--- src/hw/cag_defs.svh ---
// constants for the cpu address generation block
`ifndef CAG_DEFS_SVH
`define CAG_DEFS_SVH

`define CAG_PC_RESET 16'h0000
`define CAG_SHORT_CALL_BASE 16'h0800
`define CAG_TABLE_BASE 16'h0040
`define CAG_SHORT_DIRECT_HIGH 7'h7f
`define CAG_SHORT_SFR_LIMIT 8'h20
`define CAG_REG_CODE_X 3'h0
`define CAG_REG_CODE_A 3'h1
`define CAG_PAIR_CODE_AX 2'h0

`endif

--- src/hw/cag_pkg.sv ---
// types shared by the cpu address generation block
package cag_pkg;

	// program counter update forms
	typedef enum logic [2:0] {
		CAG_PC_HOLD,
		CAG_PC_SEQ,
		CAG_PC_REL,
		CAG_PC_IMM16,
		CAG_PC_SHORT_CALL,
		CAG_PC_TABLE,
		CAG_PC_REG_JUMP
	} cag_pc_mode_t;

	// operand addressing forms
	typedef enum logic [3:0] {
		CAG_OP_NONE,
		CAG_OP_MULTIPLY,
		CAG_OP_DIVIDE,
		CAG_OP_DECIMAL_ADJUST,
		CAG_OP_DIGIT_ROTATE,
		CAG_OP_REG8,
		CAG_OP_REG16,
		CAG_OP_DIRECT,
		CAG_OP_SHORT_DIRECT
	} cag_op_mode_t;

	// sequencer states
	typedef enum logic {
		CAG_IDLE,
		CAG_TABLE_WAIT
	} cag_state_t;

endpackage : cag_pkg

--- src/hw/cag_addr_gen.sv ---
// cpu address generation: program counter and operand address forming
//
// Functional notes
// - sequential fetch adds instruction length to pc
// - relative branch adds signed displacement to next
// - long jump/call loads 16-bit immediate
// - short area call targets 0800h to 0fffh
// - table call loads entry from 40h-7fh
// - register jump loads pc from accumulator pair
// - multiply accumulator by register into pair
// - word divide uses accumulator pair implicitly
// - decimal adjust implicitly targets the accumulator
// - digit rotates implicitly use the accumulator
// - register operands selected by code and bank
// - direct addressing uses 16-bit immediate address
// - short direct reaches fe20h to ff1fh window
// - offset below 20h sets address bit eight
// - window holds ram then special registers
`include "cag_defs.svh"

module cag_addr_gen (
	input wire logic clock,
	input wire logic rst_b,
	input wire logic start,
	input wire cag_pkg::cag_pc_mode_t pc_mode,
	input wire cag_pkg::cag_op_mode_t op_mode,
	input wire logic [2:0] instr_len,
	input wire logic [7:0] branch_displacement,
	input wire logic [15:0] full_address_immediate,
	input wire logic [10:0] short_call_immediate,
	input wire logic [7:0] table_opcode,
	input wire logic [15:0] accumulator_pair,
	input wire logic [15:0] table_entry,
	input wire logic table_entry_valid,
	input wire logic [2:0] reg_code,
	input wire logic [1:0] pair_code,
	input wire logic bank_select_low,
	input wire logic bank_select_high,
	input wire logic [7:0] short_offset,
	input wire logic [7:0] multiplier_value,
	output logic [15:0] program_counter,
	output logic busy,
	output logic done,
	output logic table_read,
	output logic [15:0] table_addr,
	output logic [15:0] operand_addr,
	output logic operand_addr_valid,
	output logic operand_is_sfr,
	output logic [4:0] reg8_index,
	output logic reg8_valid,
	output logic [3:0] pair_index,
	output logic pair_valid,
	output logic [15:0] product,
	output logic product_valid
);
	import cag_pkg::*;

	// ----------------------------------------------------------------
	// helper functions
	// ----------------------------------------------------------------

	// byte register index inside the selected bank
	function automatic logic [4:0] reg8_of(input logic [1:0] bank, input logic [2:0] code);
		reg8_of = {bank, code};
	endfunction

	// register pair index inside the selected bank
	function automatic logic [3:0] pair_of(input logic [1:0] bank, input logic [1:0] code);
		pair_of = {bank, code};
	endfunction

	// ----------------------------------------------------------------
	// state
	// ----------------------------------------------------------------
	cag_state_t state_reg, state_next;
	logic [15:0] pc_reg, pc_next;
	logic done_reg, done_next;
	logic table_read_reg, table_read_next;
	logic [15:0] table_addr_reg, table_addr_next;
	logic [15:0] operand_addr_reg, operand_addr_next;
	logic operand_valid_reg, operand_valid_next;
	logic operand_sfr_reg, operand_sfr_next;
	logic [4:0] reg8_index_reg, reg8_index_next;
	logic reg8_valid_reg, reg8_valid_next;
	logic [3:0] pair_index_reg, pair_index_next;
	logic pair_valid_reg, pair_valid_next;
	logic [15:0] product_reg, product_next;
	logic product_valid_reg, product_valid_next;

	logic [1:0] bank;
	logic [15:0] next_instr_addr;
	logic [15:0] disp_ext;
	logic accept;

	assign bank = {bank_select_high, bank_select_low};
	// a new request is only taken while no table fetch is pending
	assign accept = start && (state_reg == CAG_IDLE);
	assign next_instr_addr = pc_reg + {13'h0, instr_len};
	assign disp_ext = {{8{branch_displacement[7]}}, branch_displacement};

	// ----------------------------------------------------------------
	// program counter sequencing
	// ----------------------------------------------------------------

	// next pc and table fetch handshake
	always_comb begin
		state_next = state_reg;
		pc_next = pc_reg;
		done_next = 1'b0;
		table_read_next = 1'b0;
		table_addr_next = table_addr_reg;
		unique case (state_reg)
			CAG_IDLE: begin
				if (accept) begin
					done_next = 1'b1;
					unique case (pc_mode)
						CAG_PC_HOLD: begin
							pc_next = pc_reg;
						end
						CAG_PC_SEQ: begin
							pc_next = next_instr_addr;
						end
						CAG_PC_REL: begin
							pc_next = next_instr_addr + disp_ext;
						end
						CAG_PC_IMM16: begin
							pc_next = full_address_immediate;
						end
						CAG_PC_SHORT_CALL: begin
							pc_next = `CAG_SHORT_CALL_BASE | {5'h0, short_call_immediate};
						end
						CAG_PC_TABLE: begin
							done_next = 1'b0;
							table_read_next = 1'b1;
							table_addr_next = `CAG_TABLE_BASE | {10'h0, table_opcode[5:1], 1'b0};
							state_next = CAG_TABLE_WAIT;
						end
						CAG_PC_REG_JUMP: begin
							pc_next = accumulator_pair;
						end
						default: begin
							pc_next = pc_reg;
						end
					endcase
				end
			end
			CAG_TABLE_WAIT: begin
				// hold the read request until memory answers
				table_read_next = ~table_entry_valid;
				if (table_entry_valid) begin
					pc_next = table_entry;
					done_next = 1'b1;
					state_next = CAG_IDLE;
				end
			end
		endcase
	end

	// pc group registers
	always_ff @(posedge clock or negedge rst_b) begin
		if (!rst_b) begin
			state_reg <= CAG_IDLE;
			pc_reg <= `CAG_PC_RESET;
			done_reg <= 1'b0;
			table_read_reg <= 1'b0;
			table_addr_reg <= 16'h0000;
		end else begin
			state_reg <= state_next;
			pc_reg <= pc_next;
			done_reg <= done_next;
			table_read_reg <= table_read_next;
			table_addr_reg <= table_addr_next;
		end
	end

	// ----------------------------------------------------------------
	// operand addressing
	// ----------------------------------------------------------------

	// operand address, register selects and multiply result
	always_comb begin
		operand_addr_next = operand_addr_reg;
		operand_valid_next = 1'b0;
		operand_sfr_next = 1'b0;
		reg8_index_next = reg8_index_reg;
		reg8_valid_next = 1'b0;
		pair_index_next = pair_index_reg;
		pair_valid_next = 1'b0;
		product_next = product_reg;
		product_valid_next = 1'b0;
		if (accept) begin
			unique case (op_mode)
				CAG_OP_NONE: begin
					operand_valid_next = 1'b0;
				end
				CAG_OP_MULTIPLY: begin
					reg8_index_next = reg8_of(bank, `CAG_REG_CODE_A);
					reg8_valid_next = 1'b1;
					pair_index_next = pair_of(bank, `CAG_PAIR_CODE_AX);
					pair_valid_next = 1'b1;
					product_next = accumulator_pair[15:8] * multiplier_value;
					product_valid_next = 1'b1;
				end
				CAG_OP_DIVIDE: begin
					pair_index_next = pair_of(bank, `CAG_PAIR_CODE_AX);
					pair_valid_next = 1'b1;
				end
				CAG_OP_DECIMAL_ADJUST, CAG_OP_DIGIT_ROTATE: begin
					reg8_index_next = reg8_of(bank, `CAG_REG_CODE_A);
					reg8_valid_next = 1'b1;
				end
				CAG_OP_REG8: begin
					reg8_index_next = reg8_of(bank, reg_code);
					reg8_valid_next = 1'b1;
				end
				CAG_OP_REG16: begin
					pair_index_next = pair_of(bank, pair_code);
					pair_valid_next = 1'b1;
				end
				CAG_OP_DIRECT: begin
					operand_addr_next = full_address_immediate;
					operand_valid_next = 1'b1;
				end
				CAG_OP_SHORT_DIRECT: begin
					operand_addr_next = {`CAG_SHORT_DIRECT_HIGH,
						short_offset < `CAG_SHORT_SFR_LIMIT, short_offset};
					operand_valid_next = 1'b1;
					// upper part of window is sfr
					operand_sfr_next = short_offset < `CAG_SHORT_SFR_LIMIT;
				end
				default: begin
					operand_valid_next = 1'b0;
				end
			endcase
		end
	end

	// operand group registers
	always_ff @(posedge clock or negedge rst_b) begin
		if (!rst_b) begin
			operand_addr_reg <= 16'h0000;
			operand_valid_reg <= 1'b0;
			operand_sfr_reg <= 1'b0;
			reg8_index_reg <= 5'h00;
			reg8_valid_reg <= 1'b0;
			pair_index_reg <= 4'h0;
			pair_valid_reg <= 1'b0;
			product_reg <= 16'h0000;
			product_valid_reg <= 1'b0;
		end else begin
			operand_addr_reg <= operand_addr_next;
			operand_valid_reg <= operand_valid_next;
			operand_sfr_reg <= operand_sfr_next;
			reg8_index_reg <= reg8_index_next;
			reg8_valid_reg <= reg8_valid_next;
			pair_index_reg <= pair_index_next;
			pair_valid_reg <= pair_valid_next;
			product_reg <= product_next;
			product_valid_reg <= product_valid_next;
		end
	end

	// ----------------------------------------------------------------
	// outputs, all straight from flip-flops
	// ----------------------------------------------------------------
	assign program_counter = pc_reg;
	assign busy = (state_reg == CAG_TABLE_WAIT); // state flop decodes to one bit
	assign done = done_reg;
	assign table_read = table_read_reg;
	assign table_addr = table_addr_reg;
	assign operand_addr = operand_addr_reg;
	assign operand_addr_valid = operand_valid_reg;
	assign operand_is_sfr = operand_sfr_reg;
	assign reg8_index = reg8_index_reg;
	assign reg8_valid = reg8_valid_reg;
	assign pair_index = pair_index_reg;
	assign pair_valid = pair_valid_reg;
	assign product = product_reg;
	assign product_valid = product_valid_reg;

endmodule // cag_addr_gen

--- config.mk ---
export PLATFORM = sky130hd
export DESIGN_NAME = cag_addr_gen
export DESIGN_NICKNAME = d
export VERILOG_FILES = /design/src/hw/cag_pkg.sv /design/src/hw/cag_addr_gen.sv
export VERILOG_INCLUDE_DIRS = /design/src /design/src/hw
export SDC_FILE = /design/constraint.sdc
export NUM_CORES = 1
export LEC_CHECK = 0
export ABC_AREA = 1
export BUFFER_PORTS_ARGS = -buffer_cell sky130_fd_sc_hd__buf_2
export CAP_MARGIN = 10
export CORE_MARGIN = 1
export CORE_UTILIZATION = 41
export DETAILED_ROUTE_END_ITERATION = 16
export GPL_TIMING_DRIVEN = 1
export PLACE_DENSITY = 0.65
export SLEW_MARGIN = 20
export SYNTH_ARGS = -nofsm -noshare
export SYNTH_HDL_FRONTEND = slang
export SYNTH_SLANG_ARGS = --single-unit
export TNS_END_PERCENT = 50
--- constraint.sdc ---
create_clock -name clock -period 5.5 [get_ports clock]
set_input_delay 0.55 -clock clock [delete_from_list [all_inputs] [get_ports clock]]
set_output_delay 0.55 -clock clock [all_outputs]
set_load 0.03 [all_outputs]
==> impl_metrics.env <==
export IMPL_finalSetupViolations=0
export IMPL_hold_violations=0
export IMPL_cp_buffers_inverters=4
export IMPL_cap_violations=0
export IMPL_path_cells="buf_2 > nand2_1 > inv_1 > fa_1 > fa_1 > inv_1 > fa_1 > fa_1 > inv_1 > ha_1 > a21oi_1 > nand2_1 > nand2_1 > nand2_1 > a21oi_1 > o21ai_0 > xnor2_1 > o21ai_0"
export IMPL_slew_violations=0
export IMPL_finalInstanceArea_um2=8188
export IMPL_vias=6638
export IMPL_row_count=46
export IMPL_min_period_ns=4.111
export IMPL_die_area_um2=17260
export IMPL_cts_hold_buffers=0
export IMPL_crit_family="adder cells"
export IMPL_endpoint_kind="flop"
export IMPL_area_delta_synth_final_pct=19.33
export IMPL_cpMaxStageDelayCell="fa_1"
export IMPL_use_met1=0.2978
export IMPL_drt_wl_total_mm=20.29
export IMPL_grt_max_degree=71
export IMPL_worstSkewPairLatency_ns=0.34
export IMPL_yosys_warnings=0
export IMPL_crit_required_ns=5.69
export IMPL_hpwl_mm=16.19
export IMPL_fillers=1651
export IMPL_grtUsageTotal=0.2449
export IMPL_rsz0062_at_grt="no"
export IMPL_cp_arrival_ns=4.30
export IMPL_globalplace_congestion=0.9253
export IMPL_dr_first_iter_drc_count=421
export IMPL_max_stage_delay_ns=0.50
export IMPL_root_buffer="clkbuf_16"
export IMPL_htreeDepth=3
export IMPL_fin_cells=1355
export IMPL_final_common_cell="nand2_1"
export IMPL_cts_buffers=9
export IMPL_final_cell_mix="290 x nand2_1, 179 x buf_2, 172 x inv_1, 84 x nor2_1, 70 x dfrtp_1"
export IMPL_clkTransAtPathRegs_ns=0.06
export IMPL_core_area_um2=16120
export IMPL_fin_skew_ns=0.007015
export IMPL_syn_area_um2=6862
export IMPL_grt_ovfl_total=0
export IMPL_port_buffers=179
export IMPL_placed_cells=1339
export IMPL_syn_mean_instance_area_um2=7.023
export IMPL_drive_above_1_share=0.1896
export IMPL_timing_fmax_mhz=243.2
export IMPL_status="finished, final reports clean"
export IMPL_start_util=0.4258
export IMPL_ys_seq_area_frac=0.2553
export IMPL_pwr_density_cell_nw_per_um2=389.5
export IMPL_worstMarginPinSlew_ns=0.9158
export IMPL_crit_type="primary input to flop"
export IMPL_use_met2=0.4223
export IMPL_grt_pass1_vias=6750
export IMPL_globalRoute_busiestLayer="met2"
export IMPL_boundaryPins=193
export IMPL_crit_path_max_fanout=9
export IMPL_clkSinkCount=70
export IMPL_first_pass_iters=5
export IMPL_leakage_nw=4.835
export IMPL_ctsResizeCount=0
export IMPL_place_area_um2=7865
export IMPL_hold_class="primary input to async pin"
export IMPL_die_w_um=131.4
export IMPL_num_antenna_cells=0
export IMPL_cts_buffer_depth=2
export IMPL_start_kind="primary input"
export IMPL_tritoncts="yes"
export IMPL_fp_dieH_um=131.4
export IMPL_nets=1338
export IMPL_grt_first_pass_wirelength_mm=33.49
export IMPL_finalCritPeriodShare=0.7475
export IMPL_postCtsSetupBuffers=0
export IMPL_ys_seq_elements=70
export IMPL_ir_worst_vdd_uv=368.0
export IMPL_final_util=0.5081
export IMPL_maxSlewHeadroom=0.3895
export IMPL_drc=0
export IMPL_syn_inst=977
export IMPL_antenna_found_initial=0
export IMPL_postRouteAntennaNets=0
export IMPL_viasPerCell=4.899
export IMPL_ff2ff_path_depth=23
export IMPL_grt_use_met3=0.04745
export IMPL_wl_per_cell_um=14.97
export IMPL_fin_setup_tns_ns=0
export IMPL_critical_path_depth=18
export IMPL_ys_types=38
-- kinds of logic (layout without fill, tap and decap cells) --
family                   after synthesis  count (layout)  share of synthesized area
flip-flops                            70              70                     0.2553
XOR/XNOR                              17              17                    0.02170
AND/OR/NAND/NOR                      441             441                     0.2600
adder cells (fa/ha/maj)               92              92                     0.2093
buffers and inverters                219             372                     0.1276
other                                  1              10                  0.0005465
multiplexers                           7               7                    0.01149
AO/OA/AOI/OAI                        130             130                     0.1140
-- worst reg2reg max path, stage by stage (launching register included) --
cell and delay, ns:
dfrtp_1 0.37, ha_1 0.27, fa_1 0.25, nand2_1 0.08
a21oi_2 0.21, nand2_1 0.11, nor2_1 0.20, inv_1 0.09
nor2_1 0.12, xnor2_1 0.15, inv_1 0.07, ha_1 0.33
a21oi_1 0.19, nand2_1 0.11, nand2_1 0.06, nand2_1 0.05
a21oi_1 0.22, nand3_1 0.11, nand3_1 0.09, nand2_1 0.07
nand2_1 0.08, nand2_1 0.05, nand2_1 0.07, nand2_1 0.04
-- power by group --
group / leakage (nW) / total, mW / switching (mW) / internal (mW)
clock network: 0.152 / 0.639 / 0.240 / 0.399
registers: 0.858 / 0.766 / 0.113 / 0.654
logic: 3.83 / 1.78 / 1.18 / 0.608
-- layer usage --
layer  part of all wire  vias up
li1                   -     3359
met1               0.44     3050
met2               0.48      187
met3              0.048       42
met4              0.037        0
met5                  0        -
-- synthesized netlist by cell type (all sizes together) --
| library cell | n | area, um^2 |
|---|---|---|
| nand2 | 291 | 1095 |
| inv | 173 | 649.4 |
| nor2 | 84 | 315.3 |
| dfrtp | 70 | 1752 |
| ha | 54 | 675.7 |
| o21ai | 46 | 230.2 |
| a21oi | 43 | 230.2 |
| fa | 38 | 760.7 |
| nand3 | 37 | 185.2 |
| clkbuf | 27 | 101.4 |
| buf | 19 | 125.1 |
| xor2 | 12 | 105.1 |
| a31oi | 11 | 68.82 |
| a221oi | 10 | 87.58 |
| nor3 | 10 | 50.05 |
| nand4 | 9 | 56.30 |
| mux2 | 7 | 78.83 |
| o211ai | 6 | 45.04 |
| or2 | 5 | 31.28 |
| xnor2 | 5 | 43.79 |
| nand3b | 4 | 30.03 |
| a21o | 3 | 22.52 |
| a22oi | 2 | 15.01 |
| o2111ai | 2 | 17.52 |
| o21bai | 2 | 15.01 |
| o221ai | 2 | 17.52 |
| a211oi | 1 | 7.510 |
| a22o | 1 | 8.760 |
| conb | 1 | 3.750 |
| nor4 | 1 | 21.27 |
| o41ai | 1 | 16.27 |
-- area by class of cell --
cell class	count	area (um^2)	area share
timing repair buffer	183	925.9	0.1131
multi-input combinational	697	4268	0.5212
clock buffer	9	225.2	0.02751
inverter	173	649.4	0.07931
clock inverter	7	97.59	0.01192
tap	216	270.3	0.03301
sequential	70	1752	0.2139
-- path summary, 6_finish.rpt --
check,start,to,slack [ns]
setup / recovery,accumulator_pair[11],product[11],1.39
hold / removal,rst_b,table_addr[2],0.42
setup reg to reg,program_counter[0],program_counter[15],2.02
hold reg to reg,table_addr[6],table_addr[6],0.46
max in group asynchronous,rst_b,product[13],4.47
min in group clock,table_entry_valid,busy,0.42
-- stage by stage --
step / hold slack [ns] / worst slack, ns / power, mW
3_3_place_gp: 0.4513 / 1.056 / 2.541
6_report: 0.4241 / 1.389 / 3.189
2_1_floorplan: 0.2544 / 1.354 / 2.056
3_5_place_dp: 0.4487 / 1.004 / 2.555
4_1_cts: 0.4112 / 1.355 / 3.210
5_1_grt: 0.4258 / 1.086 / 3.462
Power figures use the tool's default switching activity.
